[src/sfw_defines.svh]
// sfw_defines.svh: opcodes, mode patterns and address limits of the
// serial write command decoder
// assumes: included by bare name from the package and the top module
// Functional notes
// - plain write 02h uses one, two or four lanes per protocol
// - burst bytes go to successive addresses while select stays low
// - address 3FFFFh rolls over to 00000h and writing continues
// - a write executes only with the write enable latch set
// - the write enable latch is never cleared by a write
// - dual-edge write DEh samples address and data on both edges
// - dual-edge commands work in clock mode 0 only, not mode 3
// - mode byte 1010xxxx enters continuous mode, next frame skips opcode
// - other mode byte leaves continuous mode, opcode needed again
// - dual-edge continuous write DDh enters continuous mode on A5h only
// - on DDh any mode byte but A5h leaves continuous mode
// - A2h sends opcode, address, mode on one lane, data on two
// - A1h sends opcode on one lane, address, mode and data on two
// - 32h sends opcode, address, mode on one lane, data on four
// - only address bits 17..0 decode, 23..18 are ignored
// - protected addresses keep incrementing but store nothing
`ifndef SFW_DEFINES_SVH
`define SFW_DEFINES_SVH
`define SFW_OP_WRITE     8'h02
`define SFW_OP_DE_WRITE  8'hDE
`define SFW_OP_FAST      8'hDA
`define SFW_OP_DE_FAST   8'hDD
`define SFW_OP_TWO_DATA  8'hA2
`define SFW_OP_TWO_AD    8'hA1
`define SFW_OP_FOUR_DATA 8'h32
`define SFW_MODE_NIB     4'hA
`define SFW_MODE_DE      8'hA5
`define SFW_ADDR_MAX     18'h3FFFF
`define SFW_ADDR_ZERO    18'h00000
`define SFW_ADDR_LAST    2'h2
`define SFW_BYTE_BITS    4'h8
`define SFW_PIN_INIT     6'h20
`endif

[src/sfw_pkg.sv]
// sfw_pkg.sv: types of the serial write command decoder
// assumes: sfw_defines.svh is on the include path
package sfw_pkg;
`include "sfw_defines.svh"
    typedef enum logic [2:0] {
        sfw_ph_idle, sfw_ph_opc, sfw_ph_addr,
        sfw_ph_mode, sfw_ph_data, sfw_ph_skip
    } sfw_phase_type;
    typedef enum logic [1:0] {
        sfw_lane1, sfw_lane2, sfw_lane4
    } sfw_lane_type;
    typedef struct packed {
        logic [17:0] addr;
        logic [7:0]  data;
    } sfw_word_type;
endpackage

[src/sfw_push_if.sv]
// sfw_push_if.sv: byte push handshake from decoder into the buffer
// assumes: both ends run on the same clock
`timescale 1ns/10ps
`default_nettype none
interface sfw_push_if;
    import sfw_pkg::*;
    logic         valid;
    logic         ready;
    sfw_word_type word;
    modport src  (output valid, output word, input ready);
    modport sink (input valid, input word, output ready);
endinterface
`default_nettype wire

[src/sfw_buf.sv]
// sfw_buf.sv: small buffer between byte decoder and memory write port
// assumes: same clock on both sides, sink may stall
`timescale 1ns/10ps
`default_nettype none
module sfw_buf import sfw_pkg::*; #(
    parameter int DEPTH = 2
) (
    input  wire logic   i_mclk,  // system clock
    input  wire logic   i_rst_n, // async reset, active low
    sfw_push_if.sink    push,    // filling side
    output logic        o_valid, // word available
    output sfw_word_type o_word, // head word
    input  wire logic   i_ready  // drain side accepts
);
    localparam int AW = (DEPTH > 1) ? $clog2(DEPTH) : 1;

    sfw_word_type  mem [DEPTH];
    logic [AW-1:0] wr_ptr;
    logic [AW-1:0] rd_ptr;
    logic [AW:0]   count;
    logic          do_push;
    logic          do_pop;

    function automatic logic [AW-1:0] ptr_inc(input logic [AW-1:0] p);
        return (p == AW'(DEPTH - 1)) ? '0 : p + 1'b1;
    endfunction

    assign push.ready = (count != (AW + 1)'(DEPTH));
    assign o_valid    = (count != '0);
    assign o_word     = mem[rd_ptr];
    assign do_push    = push.valid & push.ready;
    assign do_pop     = o_valid & i_ready;

    always_ff @(posedge i_mclk) begin
        if (do_push) begin
            mem[wr_ptr] <= push.word;
        end
    end

    always_ff @(posedge i_mclk or negedge i_rst_n) begin
        if (!i_rst_n) begin
            wr_ptr <= '0;
            rd_ptr <= '0;
            count  <= '0;
        end else begin
            if (do_push) begin
                wr_ptr <= ptr_inc(wr_ptr);
            end
            if (do_pop) begin
                rd_ptr <= ptr_inc(rd_ptr);
            end
            count <= count + (AW + 1)'(do_push) - (AW + 1)'(do_pop);
        end
    end

    property p_buf_hold;
        @(posedge i_mclk) disable iff (!i_rst_n)
        (o_valid && !i_ready) |=> (o_valid && o_word == $past(o_word));
    endproperty
    a_buf_hold: assert property (p_buf_hold)
        else $error("buffered word changed while stalled");
endmodule
`default_nettype wire

[src/sfw_sync.sv]
// sfw_sync.sv: two-flop synchroniser for pin inputs
// assumes: inputs are asynchronous to i_mclk
`timescale 1ns/10ps
`default_nettype none
module sfw_sync #(
    parameter int              W    = 6,
    parameter logic [W-1:0]    INIT = '0
) (
    input  wire logic          i_mclk,  // system clock
    input  wire logic          i_rst_n, // async reset, active low
    input  wire logic [W-1:0]  i_d,     // raw pins
    output logic      [W-1:0]  o_q      // synchronised pins
);
    logic [W-1:0] meta;

    always_ff @(posedge i_mclk or negedge i_rst_n) begin
        if (!i_rst_n) begin
            meta <= INIT;
            o_q  <= INIT;
        end else begin
            meta <= i_d;
            o_q  <= meta;
        end
    end
endmodule
`default_nettype wire

[src/sfw_top.sv]
// sfw_top.sv: write command decoder of a serial memory device
// assumes: pins arrive asynchronously; write latch, protection and
// lane protocol come from logic on i_mclk
`timescale 1ns/10ps
`default_nettype none
`include "sfw_defines.svh"
module sfw_top import sfw_pkg::*; #(
    parameter int BUF_DEPTH = 2
) (
    input  wire logic         i_mclk,     // system clock
    input  wire logic         i_rst_n,    // async reset, active low
    input  wire logic         i_cs_n,     // chip select pin, low active
    input  wire logic         i_sck,      // serial clock pin
    input  wire logic [3:0]   i_io,       // lanes 3..0 (0 = serial in)
    input  wire sfw_lane_type i_proto,    // lane protocol in force
    input  wire logic         i_write_enable_latch, // latch state
    input  wire logic         i_wr_prot,  // o_wr_addr is protected
    input  wire logic         i_wr_ready, // memory accepts a byte
    output logic              o_wr_valid, // byte write request
    output logic [17:0]       o_wr_addr,  // byte address
    output logic [7:0]        o_wr_data,  // byte value
    output logic              o_cont,     // continuous mode active
    output logic              o_overrun   // byte lost to full buffer
);
    // ----------------------------------------------------------
    // pin sampling and edge detection
    // ----------------------------------------------------------
    logic [5:0]    pins;
    logic          s_cs_n;
    logic          s_sck;
    logic [3:0]    s_io;
    logic          cs_d;
    logic          sck_d;
    logic          cs_fall;
    logic          sck_rise;
    logic          sck_fall;

    sfw_sync #(.W(6), .INIT(`SFW_PIN_INIT)) u_sync (
        .i_mclk  (i_mclk),
        .i_rst_n (i_rst_n),
        .i_d     ({i_cs_n, i_sck, i_io}),
        .o_q     (pins)
    );
    assign s_cs_n = pins[5];
    assign s_sck  = pins[4];
    assign s_io   = pins[3:0];

    always_ff @(posedge i_mclk or negedge i_rst_n) begin
        if (!i_rst_n) begin
            cs_d  <= 1'b1;
            sck_d <= 1'b0;
        end else begin
            cs_d  <= s_cs_n;
            sck_d <= s_sck;
        end
    end
    assign cs_fall  = cs_d & ~s_cs_n;
    assign sck_rise = ~s_cs_n & ~cs_fall & ~sck_d & s_sck;
    assign sck_fall = ~s_cs_n & ~cs_fall & sck_d & ~s_sck;

    // ----------------------------------------------------------
    // command helpers
    // ----------------------------------------------------------
    function automatic logic op_known(input logic [7:0] op);
        return op == `SFW_OP_WRITE || op == `SFW_OP_DE_WRITE ||
               op == `SFW_OP_FAST || op == `SFW_OP_DE_FAST ||
               op == `SFW_OP_TWO_DATA || op == `SFW_OP_TWO_AD ||
               op == `SFW_OP_FOUR_DATA;
    endfunction

    function automatic logic op_ddr(input logic [7:0] op);
        return op == `SFW_OP_DE_WRITE || op == `SFW_OP_DE_FAST;
    endfunction

    function automatic logic op_mode(input logic [7:0] op);
        return op == `SFW_OP_FAST || op == `SFW_OP_DE_FAST ||
               op == `SFW_OP_TWO_DATA || op == `SFW_OP_TWO_AD ||
               op == `SFW_OP_FOUR_DATA;
    endfunction

    function automatic logic mode_ok(input logic [7:0] op,
                                     input logic [7:0] mb);
        if (op == `SFW_OP_DE_FAST) begin
            return mb == `SFW_MODE_DE;
        end
        return mb[7:4] == `SFW_MODE_NIB;
    endfunction

    function automatic logic [17:0] addr_inc(input logic [17:0] a);
        return (a == `SFW_ADDR_MAX) ? `SFW_ADDR_ZERO : a + 18'h00001;
    endfunction

    // ----------------------------------------------------------
    // decoder state
    // ----------------------------------------------------------
    sfw_phase_type phase;
    sfw_lane_type  lane;
    logic [7:0]    cmd;
    logic [7:0]    cont_cmd;
    logic [7:0]    sr;
    logic [7:0]    next_sr;
    logic [3:0]    bitcnt;
    logic [3:0]    next_cnt;
    logic [3:0]    step;
    logic [1:0]    bytecnt;
    logic [17:0]   addr;
    logic          en;
    logic          start_hi;
    logic          ddr;
    logic          sample;
    logic          byte_done;
    sfw_push_if    push ();

    always_comb begin
        lane = sfw_lane1;
        if (i_proto != sfw_lane1) begin
            lane = i_proto;
        end else if (phase != sfw_ph_opc) begin
            case (cmd)
                `SFW_OP_TWO_DATA: begin
                    if (phase == sfw_ph_data) lane = sfw_lane2;
                end
                `SFW_OP_TWO_AD: begin
                    lane = sfw_lane2;
                end
                `SFW_OP_FOUR_DATA: begin
                    if (phase == sfw_ph_data) lane = sfw_lane4;
                end
                default: begin
                    lane = sfw_lane1;
                end
            endcase
        end
    end

    always_comb begin
        case (lane)
            sfw_lane4: begin
                next_sr = {sr[3:0], s_io};
                step    = 4'h4;
            end
            sfw_lane2: begin
                next_sr = {sr[5:0], s_io[1:0]};
                step    = 4'h2;
            end
            default: begin
                next_sr = {sr[6:0], s_io[0]};
                step    = 4'h1;
            end
        endcase
    end

    assign ddr = op_ddr(cmd) && (phase == sfw_ph_addr ||
                 phase == sfw_ph_mode || phase == sfw_ph_data);
    assign sample    = sck_rise | (ddr & sck_fall);
    assign next_cnt  = bitcnt + step;
    assign byte_done = sample && next_cnt == `SFW_BYTE_BITS &&
                       phase != sfw_ph_idle && phase != sfw_ph_skip;

    always_ff @(posedge i_mclk or negedge i_rst_n) begin
        if (!i_rst_n) begin
            sr     <= 8'h00;
            bitcnt <= 4'h0;
        end else if (cs_fall || byte_done) begin
            bitcnt <= 4'h0;
        end else if (sample) begin
            sr     <= next_sr;
            bitcnt <= next_cnt;
        end
    end

    always_ff @(posedge i_mclk or negedge i_rst_n) begin
        if (!i_rst_n) begin
            phase    <= sfw_ph_idle;
            cmd      <= 8'h00;
            bytecnt  <= 2'h0;
            en       <= 1'b0;
            start_hi <= 1'b0;
        end else if (s_cs_n) begin
            phase <= sfw_ph_idle;
        end else if (cs_fall) begin
            bytecnt  <= 2'h0;
            start_hi <= s_sck;
            if (o_cont) begin
                phase <= sfw_ph_addr;
                cmd   <= cont_cmd;
                en    <= i_write_enable_latch;
                if (op_ddr(cont_cmd) && s_sck) phase <= sfw_ph_skip;
            end else begin
                phase <= sfw_ph_opc;
            end
        end else if (byte_done) begin
            case (phase)
                sfw_ph_opc: begin
                    cmd <= next_sr;
                    en  <= i_write_enable_latch;
                    if (!op_known(next_sr) ||
                        (op_ddr(next_sr) && start_hi)) begin
                        phase <= sfw_ph_skip;
                    end else begin
                        phase <= sfw_ph_addr;
                    end
                end
                sfw_ph_addr: begin
                    bytecnt <= bytecnt + 2'h1;
                    if (bytecnt == `SFW_ADDR_LAST) begin
                        phase <= op_mode(cmd) ? sfw_ph_mode
                                              : sfw_ph_data;
                    end
                end
                sfw_ph_mode: begin
                    phase <= sfw_ph_data;
                end
                default: begin
                    phase <= phase;
                end
            endcase
        end
    end

    // address keeps only bits 17..0; bits 23..18 shift out unused
    always_ff @(posedge i_mclk or negedge i_rst_n) begin
        if (!i_rst_n) begin
            addr <= `SFW_ADDR_ZERO;
        end else if (byte_done && phase == sfw_ph_addr) begin
            addr <= {addr[9:0], next_sr};
        end else if (byte_done && phase == sfw_ph_data) begin
            addr <= addr_inc(addr);
        end
    end

    always_ff @(posedge i_mclk or negedge i_rst_n) begin
        if (!i_rst_n) begin
            o_cont   <= 1'b0;
            cont_cmd <= 8'h00;
        end else if (byte_done && phase == sfw_ph_mode) begin
            o_cont   <= mode_ok(cmd, next_sr);
            cont_cmd <= cmd;
        end
    end

    // ----------------------------------------------------------
    // byte path: buffer, protection and write port
    // ----------------------------------------------------------
    logic buf_valid;
    sfw_word_type buf_word;

    // latch state is an input only; nothing here clears it
    assign push.valid = byte_done && phase == sfw_ph_data && en;
    assign push.word  = '{addr: addr, data: next_sr};

    always_ff @(posedge i_mclk or negedge i_rst_n) begin
        if (!i_rst_n) begin
            o_overrun <= 1'b0;
        end else if (push.valid && !push.ready) begin
            o_overrun <= 1'b1;
        end else if (cs_fall) begin
            o_overrun <= 1'b0;
        end
    end

    sfw_buf #(.DEPTH(BUF_DEPTH)) u_buf (
        .i_mclk  (i_mclk),
        .i_rst_n (i_rst_n),
        .push    (push),
        .o_valid (buf_valid),
        .o_word  (buf_word),
        .i_ready (i_wr_ready | i_wr_prot)
    );
    assign o_wr_valid = buf_valid & ~i_wr_prot;
    assign o_wr_addr  = buf_word.addr;
    assign o_wr_data  = buf_word.data;

    // ----------------------------------------------------------
    // checks
    // ----------------------------------------------------------
    logic [17:0] prev_addr;
    logic        have_prev;

    always_ff @(posedge i_mclk or negedge i_rst_n) begin
        if (!i_rst_n) begin
            prev_addr <= `SFW_ADDR_ZERO;
            have_prev <= 1'b0;
        end else if (cs_fall) begin
            have_prev <= 1'b0;
        end else if (push.valid) begin
            prev_addr <= push.word.addr;
            have_prev <= 1'b1;
        end
    end

    property p_plain_lane;
        @(posedge i_mclk) disable iff (!i_rst_n)
        (cmd == `SFW_OP_WRITE && phase == sfw_ph_data) |-> lane == i_proto;
    endproperty
    a_plain_lane: assert property (p_plain_lane)
        else $error("plain write used wrong lane count");

    property p_burst_next;
        @(posedge i_mclk) disable iff (!i_rst_n)
        (push.valid && have_prev) |-> push.word.addr == addr_inc(prev_addr);
    endproperty
    a_burst_next: assert property (p_burst_next)
        else $error("burst byte not at next address");

    property p_roll;
        @(posedge i_mclk) disable iff (!i_rst_n)
        (byte_done && phase == sfw_ph_data && addr == `SFW_ADDR_MAX)
        |=> addr == `SFW_ADDR_ZERO;
    endproperty
    a_roll: assert property (p_roll)
        else $error("address did not roll over");

    property p_latch_gate;
        @(posedge i_mclk) disable iff (!i_rst_n)
        (phase == sfw_ph_opc && byte_done && !i_write_enable_latch)
        |=> !en;
    endproperty
    a_latch_gate: assert property (p_latch_gate)
        else $error("frame enabled with latch clear");

    property p_no_write_clear;
        @(posedge i_mclk) disable iff (!i_rst_n)
        (phase == sfw_ph_data && !en) |-> !push.valid;
    endproperty
    a_no_write_clear: assert property (p_no_write_clear)
        else $error("write issued with latch clear");

    property p_both_edges;
        @(posedge i_mclk) disable iff (!i_rst_n)
        (op_ddr(cmd) && phase == sfw_ph_data && sck_fall) |-> sample;
    endproperty
    a_both_edges: assert property (p_both_edges)
        else $error("dual-edge write missed falling edge");

    property p_mode3;
        @(posedge i_mclk) disable iff (!i_rst_n)
        (phase == sfw_ph_opc && byte_done && op_ddr(next_sr) && start_hi)
        |=> phase == sfw_ph_skip;
    endproperty
    a_mode3: assert property (p_mode3)
        else $error("dual-edge command accepted in mode 3");

    property p_cont_enter;
        @(posedge i_mclk) disable iff (!i_rst_n)
        (phase == sfw_ph_mode && byte_done && cmd != `SFW_OP_DE_FAST &&
         next_sr[7:4] == `SFW_MODE_NIB) |=> o_cont ##1 1'b1;
    endproperty
    a_cont_enter: assert property (p_cont_enter)
        else $error("continuous mode not entered");

    property p_cont_skip;
        @(posedge i_mclk) disable iff (!i_rst_n)
        (cs_fall && o_cont && !(op_ddr(cont_cmd) && s_sck))
        |=> phase == sfw_ph_addr && bytecnt == 2'h0;
    endproperty
    a_cont_skip: assert property (p_cont_skip)
        else $error("continuous frame did not start at address");

    property p_de_exact;
        @(posedge i_mclk) disable iff (!i_rst_n)
        (phase == sfw_ph_mode && byte_done && cmd == `SFW_OP_DE_FAST)
        |=> o_cont == ($past(next_sr) == `SFW_MODE_DE);
    endproperty
    a_de_exact: assert property (p_de_exact)
        else $error("dual-edge mode byte decoded wrongly");

    property p_cont_exit;
        @(posedge i_mclk) disable iff (!i_rst_n)
        (phase == sfw_ph_mode && byte_done && cmd != `SFW_OP_DE_FAST &&
         next_sr[7:4] != `SFW_MODE_NIB) |=> !o_cont;
    endproperty
    a_cont_exit: assert property (p_cont_exit)
        else $error("continuous mode not left");

    property p_split_lanes;
        @(posedge i_mclk) disable iff (!i_rst_n)
        (i_proto == sfw_lane1 && phase == sfw_ph_data &&
         cmd == `SFW_OP_FOUR_DATA) |-> lane == sfw_lane4;
    endproperty
    a_split_lanes: assert property (p_split_lanes)
        else $error("four-lane data not on four lanes");

    property p_prot_drop;
        @(posedge i_mclk) disable iff (!i_rst_n)
        (buf_valid && i_wr_prot) |-> !o_wr_valid ##1 1'b1;
    endproperty
    a_prot_drop: assert property (p_prot_drop)
        else $error("protected byte offered to memory");
endmodule
`default_nettype wire

[config.mk]
export PLATFORM = sky130hd
export DESIGN_NAME = sfw_top
export DESIGN_NICKNAME = d
export VERILOG_FILES = /design/src/sfw_pkg.sv /design/src/sfw_push_if.sv /design/src/sfw_buf.sv /design/src/sfw_sync.sv /design/src/sfw_top.sv
export VERILOG_INCLUDE_DIRS = /design/src /design/src/src
export SDC_FILE = /design/constraint.sdc
export NUM_CORES = 1
export LEC_CHECK = 0
export CAP_MARGIN = 20
export CORE_UTILIZATION = 60
export CTS_CLUSTER_DIAMETER = 30
export CTS_CLUSTER_SIZE = 20
export DETAILED_ROUTE_END_ITERATION = 7
export DONT_BUFFER_PORTS = 1
export HOLD_SLACK_MARGIN = 0.02
export PLACE_DENSITY = 0.88
export SLEW_MARGIN = 10
export SYNTH_ARGS = -nofsm -noshare
export SYNTH_HDL_FRONTEND = slang
export SYNTH_SLANG_ARGS = --single-unit
[constraint.sdc]
create_clock -name i_mclk -period 10.6 [get_ports i_mclk]
set_clock_uncertainty 0.05 [all_clocks]
set_input_delay 3.18 -clock i_mclk [delete_from_list [all_inputs] [get_ports i_mclk]]
set_output_delay 3.18 -clock i_mclk [all_outputs]
set_load 0.005 [all_outputs]
==> flow_summary_export.csv <==
group,metric,value,unit
synthesis,synth_cells,479,
worst_setup_path,required,10.75,ns
die,die_height,101,µm
clock_network,cts_root_buffer,"clkbuf_8",
clock_network,cts_tree,"done",
global_routing,grt.met1_usage,0.334,
layout,syn2layout_area_growth,12.5,%
die,die_w,101,µm
power,p_leak,2.61,nW
die,start_util,0.625,
layout,regArea,3370,µm²
die,io_pins,42,
clock_network,numClockSinks,124,
routing,post_drt_wl_per_cell,19.8,µm
clock_network,cts_buffers,17,
synthesis,ys_warn_count,0,
sta,worstMarginPinSlew,1.13,ns
routing,drcViolationCount,0,
routing,wirelength,12300,µm
synthesis,syn-num-nets,502,
global_routing,grt_antenna_before_repair,0,
die,coreArea,9330,µm²
synthesis,synth_cell_types,66,
global_routing,use_met2,0.427,
global_routing,grt_max_degree,73,
sta,drv_slew,0,
routing,ant_nets,0,
layout,stdcell_count,622,
synthesis,ys_seq_area_frac,0.578,
worst_setup_path,endpoint_kind,"flip-flop",
sta,rsz0062_at_grt,"false",
global_routing,grtUsageTotal,0.257,
worst_setup_path,cp.arrival,6.89,ns
sta,setup_tns,0,ns
synthesis,yosys_most_used_dff,"dfrtp_1",
flow_run,cap_violations,0,
worst_setup_path,path_delay_family,"simple AND/OR/NAND/NOR gates",
synthesis,async_reset_ff_frac,0.581,
run_status,status,"complete, no violations",
hold_path,min_path_type,"flip-flop to flip-flop",
routing,drtIter0Drc,287,
worst_setup_path,crit_fanout,19,
power,powerDensity,207,nW/µm²
worst_setup_path,cpMaxStageDelayCell,"ha_1",
worst_setup_path,start_kind,"primary input",
clock_network,cts_htree_levels,4,
sta,min_period,6.74,ns
global_routing,grt_pass1_vias,3772,
global_routing,grt_first_pass_wirelength,19400,µm
clock_network,post_cts_resized,0,
clock_network,cts_buffer_depth,2,
placed_design,dp.cells,589,
layout,fill_cells,614,
sta,hold_slack,0.297,ns
sta,post-route-period-util,0.636,
global_routing,busiest_layer,"met2",
worst_setup_path,crit_chain,"nor3b_1 -> a31oi_1 -> ha_1 -> ha_1 -> fa_1 -> xnor2_1 -> o211a_1 -> nand3_1 -> nor3_2 -> nand3_1 -> nor2_2 -> buf_8",
die,row_count,35,
sta,fmaxAchievable,148,MHz
routing,viasPerCell,6.41,
layout,fin_nets,503,
global_routing,gr-usage-met3,0.0638,
sta,finalHoldViolCount,0,
synthesis,synth_edf_count,52,
synthesis,netlist_area,5830,µm²
placed_design,port_buffers,0,
layout,final_core_util,0.703,
clock_network,cts.clk_slew.worst_paths,0.06,ns
worst_setup_path,crit_buf_inv,1,
layout,diodes,0,
layout,drive_gt1_frac,0.209,
clock_network,post_cts_buffers,0,
placed_design,dp_hpwl,7810,µm
routing,firstDrtPassIters,5,
sta,relSlewSlack,0.239,
clock_network,hold_buffers,0,
synthesis,syn_area_per_cell,12.2,µm²
worst_setup_path,criticalPathCategory,"primary input to flip-flop",
placed_design,gp_congestion,0.916,
power,peakVddDrop,107,µV
sta,finalSetupViolCount,0,
worst_setup_path,slowest_delay,0.50,ns
die,dieArea,10100,µm²
clock_network,clk_latency,0.51,ns
synthesis,ys_ff_latch,124,
layout,multi_input_area,2280,µm²
global_routing,grt-ovfl-total,0,
routing,num_vias,3990,
-- worst reg2reg max path: cells and delay by family, from the launching register on --
kind / cells / cell delay [ns]
and+or+nand+nor: 7 / 2.42
adders and majority gates: 3 / 1.19
DFF: 1 / 0.49
AOI/OAI and AO/OA: 2 / 0.30
buffers and inverters: 1 / 0.26
xor gates and xnor gates: 1 / 0.23
-- registers in the layout, indices dropped and copies added, names as in the netlist, 4 cells and up --
register and flops:
u_buf.mem 52, addr 18, cmd 8, cont_cmd 8
sr 7, u_sync.meta 6, u_sync.o_q 6, bitcnt 4
-- cell families (layout without fill, tap and decap cells) --
| family | Yosys count | after routing | share of synthesized area |
|---|---|---|---|
| compound gates | 99 | 99 | 0.120 |
| flops | 124 | 124 | 0.578 |
| buf+inv | 39 | 53 | 0.0322 |
| simple gates | 145 | 145 | 0.132 |
| xor+xnor | 10 | 10 | 0.0150 |
| fa+ha+maj | 10 | 10 | 0.0228 |
| mux | 52 | 52 | 0.0998 |
-- cells in the final DEF, fill, tap and decap left out, types with 3 or more instances in the layout --
| master | instances |
|---|---|
| a211oi_1 | 4 |
| a21o_1 | 3 |
| a21oi_1 | 10 |
| a221o_1 | 9 |
| a22oi_1 | 7 |
| a32oi_1 | 4 |
| and3_1 | 6 |
| and4_1 | 3 |
| bufinv_16 | 4 |
| clkbuf_16 | 16 |
| dfrtp_1 | 69 |
| dfstp_2 | 3 |
| edfxtp_1 | 52 |
| ha_1 | 9 |
| inv_1 | 18 |
| inv_6 | 5 |
| mux2_2 | 49 |
| mux2i_1 | 3 |
| nand2_1 | 48 |
| nand2b_1 | 4 |
| nand3_1 | 12 |
| nand4_1 | 5 |
| nor2_1 | 25 |
| nor2_2 | 5 |
| nor2b_1 | 5 |
| nor3_1 | 5 |
| nor3_2 | 5 |
| nor3b_1 | 4 |
| o211ai_1 | 3 |
| o21ai_0 | 25 |
| o21ai_1 | 6 |
| o311ai_1 | 4 |
| or3_1 | 3 |
| xnor2_1 | 6 |
| xor2_1 | 4 |
-- cell usage after synthesis (3+ instances only) --
cell | n | area (µm²)
clkbuf_1 | 8 | 30.0
buf_6 | 4 | 45.0
a22oi_1 | 7 | 52.6
nor3_1 | 5 | 25.0
o311ai_1 | 4 | 35.0
a21oi_1 | 10 | 50.1
or3_1 | 3 | 18.8
and4_1 | 3 | 26.3
a211oi_1 | 4 | 30.0
dfrtp_1 | 69 | 1730
nor2b_1 | 5 | 31.3
xnor2_1 | 6 | 52.6
buf_2 | 6 | 30.0
nor2_1 | 27 | 101
mux2_2 | 49 | 552
dfstp_2 | 3 | 78.8
nor2_2 | 3 | 18.8
and3_1 | 6 | 37.5
nand4_1 | 5 | 31.3
nand3_1 | 12 | 60.1
o211ai_1 | 3 | 22.5
o21ai_0 | 25 | 125
mux2i_1 | 3 | 30.0
nor3b_1 | 4 | 30.0
a32oi_1 | 4 | 35.0
ha_1 | 9 | 113
xor2_1 | 4 | 35.0
a221o_1 | 9 | 90.1
edfxtp_1 | 52 | 1560
nor3_2 | 5 | 50.1
nand2b_1 | 4 | 25.0
inv_1 | 18 | 67.6
o21ai_1 | 6 | 30.0
nand2_1 | 48 | 180
a21o_1 | 3 | 22.5
-- area by class of cell --
type | instances | area share
Tap cell | 129 | 0.0246
Clock buffer | 18 | 0.0637
Inverter | 18 | 0.0103
Clock inverter | 14 | 0.0317
Timing Repair Buffer | 3 | 0.00878
Sequential cell | 124 | 0.513
Multi-Input combinational cell | 316 | 0.348
-- routing by layer --
layer | part of all wire | up-vias
li1 | - | 1794
met1 | 0.42 | 1994
met2 | 0.51 | 183
met3 | 0.064 | 19
met4 | 0.011 | 0
met5 | 0 | -
-- final timing paths --
| path | cells past startpoint | from | slack [ns] | end |
|---|---|---|---|---|
| max | 12 | i_proto[1] | 3.86 | u_buf.mem[0][24]$_DFFE_PP_ |
| min reg2reg | 0 | u_sync.meta[1]$_DFF_PN0_ | 0.30 | u_sync.o_q[1]$_DFF_PN0_ |
| min in group asynchronous | 0 | i_rst_n | 2.31 | u_buf.rd_ptr$_DFFE_PN0P_ |
| max in group asynchronous | 0 | i_rst_n | 7.97 | u_sync.meta[5]$_DFF_PN1_ |
| max reg2reg | 14 | phase[0]$_DFFE_PN0P_ | 5.36 | u_buf.mem[0][24]$_DFFE_PP_ |
| min | 0 | u_sync.meta[1]$_DFF_PN0_ | 0.30 | u_sync.o_q[1]$_DFF_PN0_ |
-- report_power, final --
group / switching [mW] / internal (mW)
logic: 0.0984 / 0.0903
registers: 0.0282 / 0.524
clock network: 0.226 / 0.389
total: 0.352 / 1.00
-- through the flow --
step           power [mW]  instance area, µm²  setup WS (ns)
2_1_floorplan       0.692                5830           3.48
3_3_place_gp        0.721                5880           3.24
3_5_place_dp        0.731                5910           3.41
4_1_cts              1.35                6530           3.90
5_1_grt              1.40                6560           3.55
6_report             1.36                6560           3.86
Note: power is estimated with default switching activity, not from simulation.
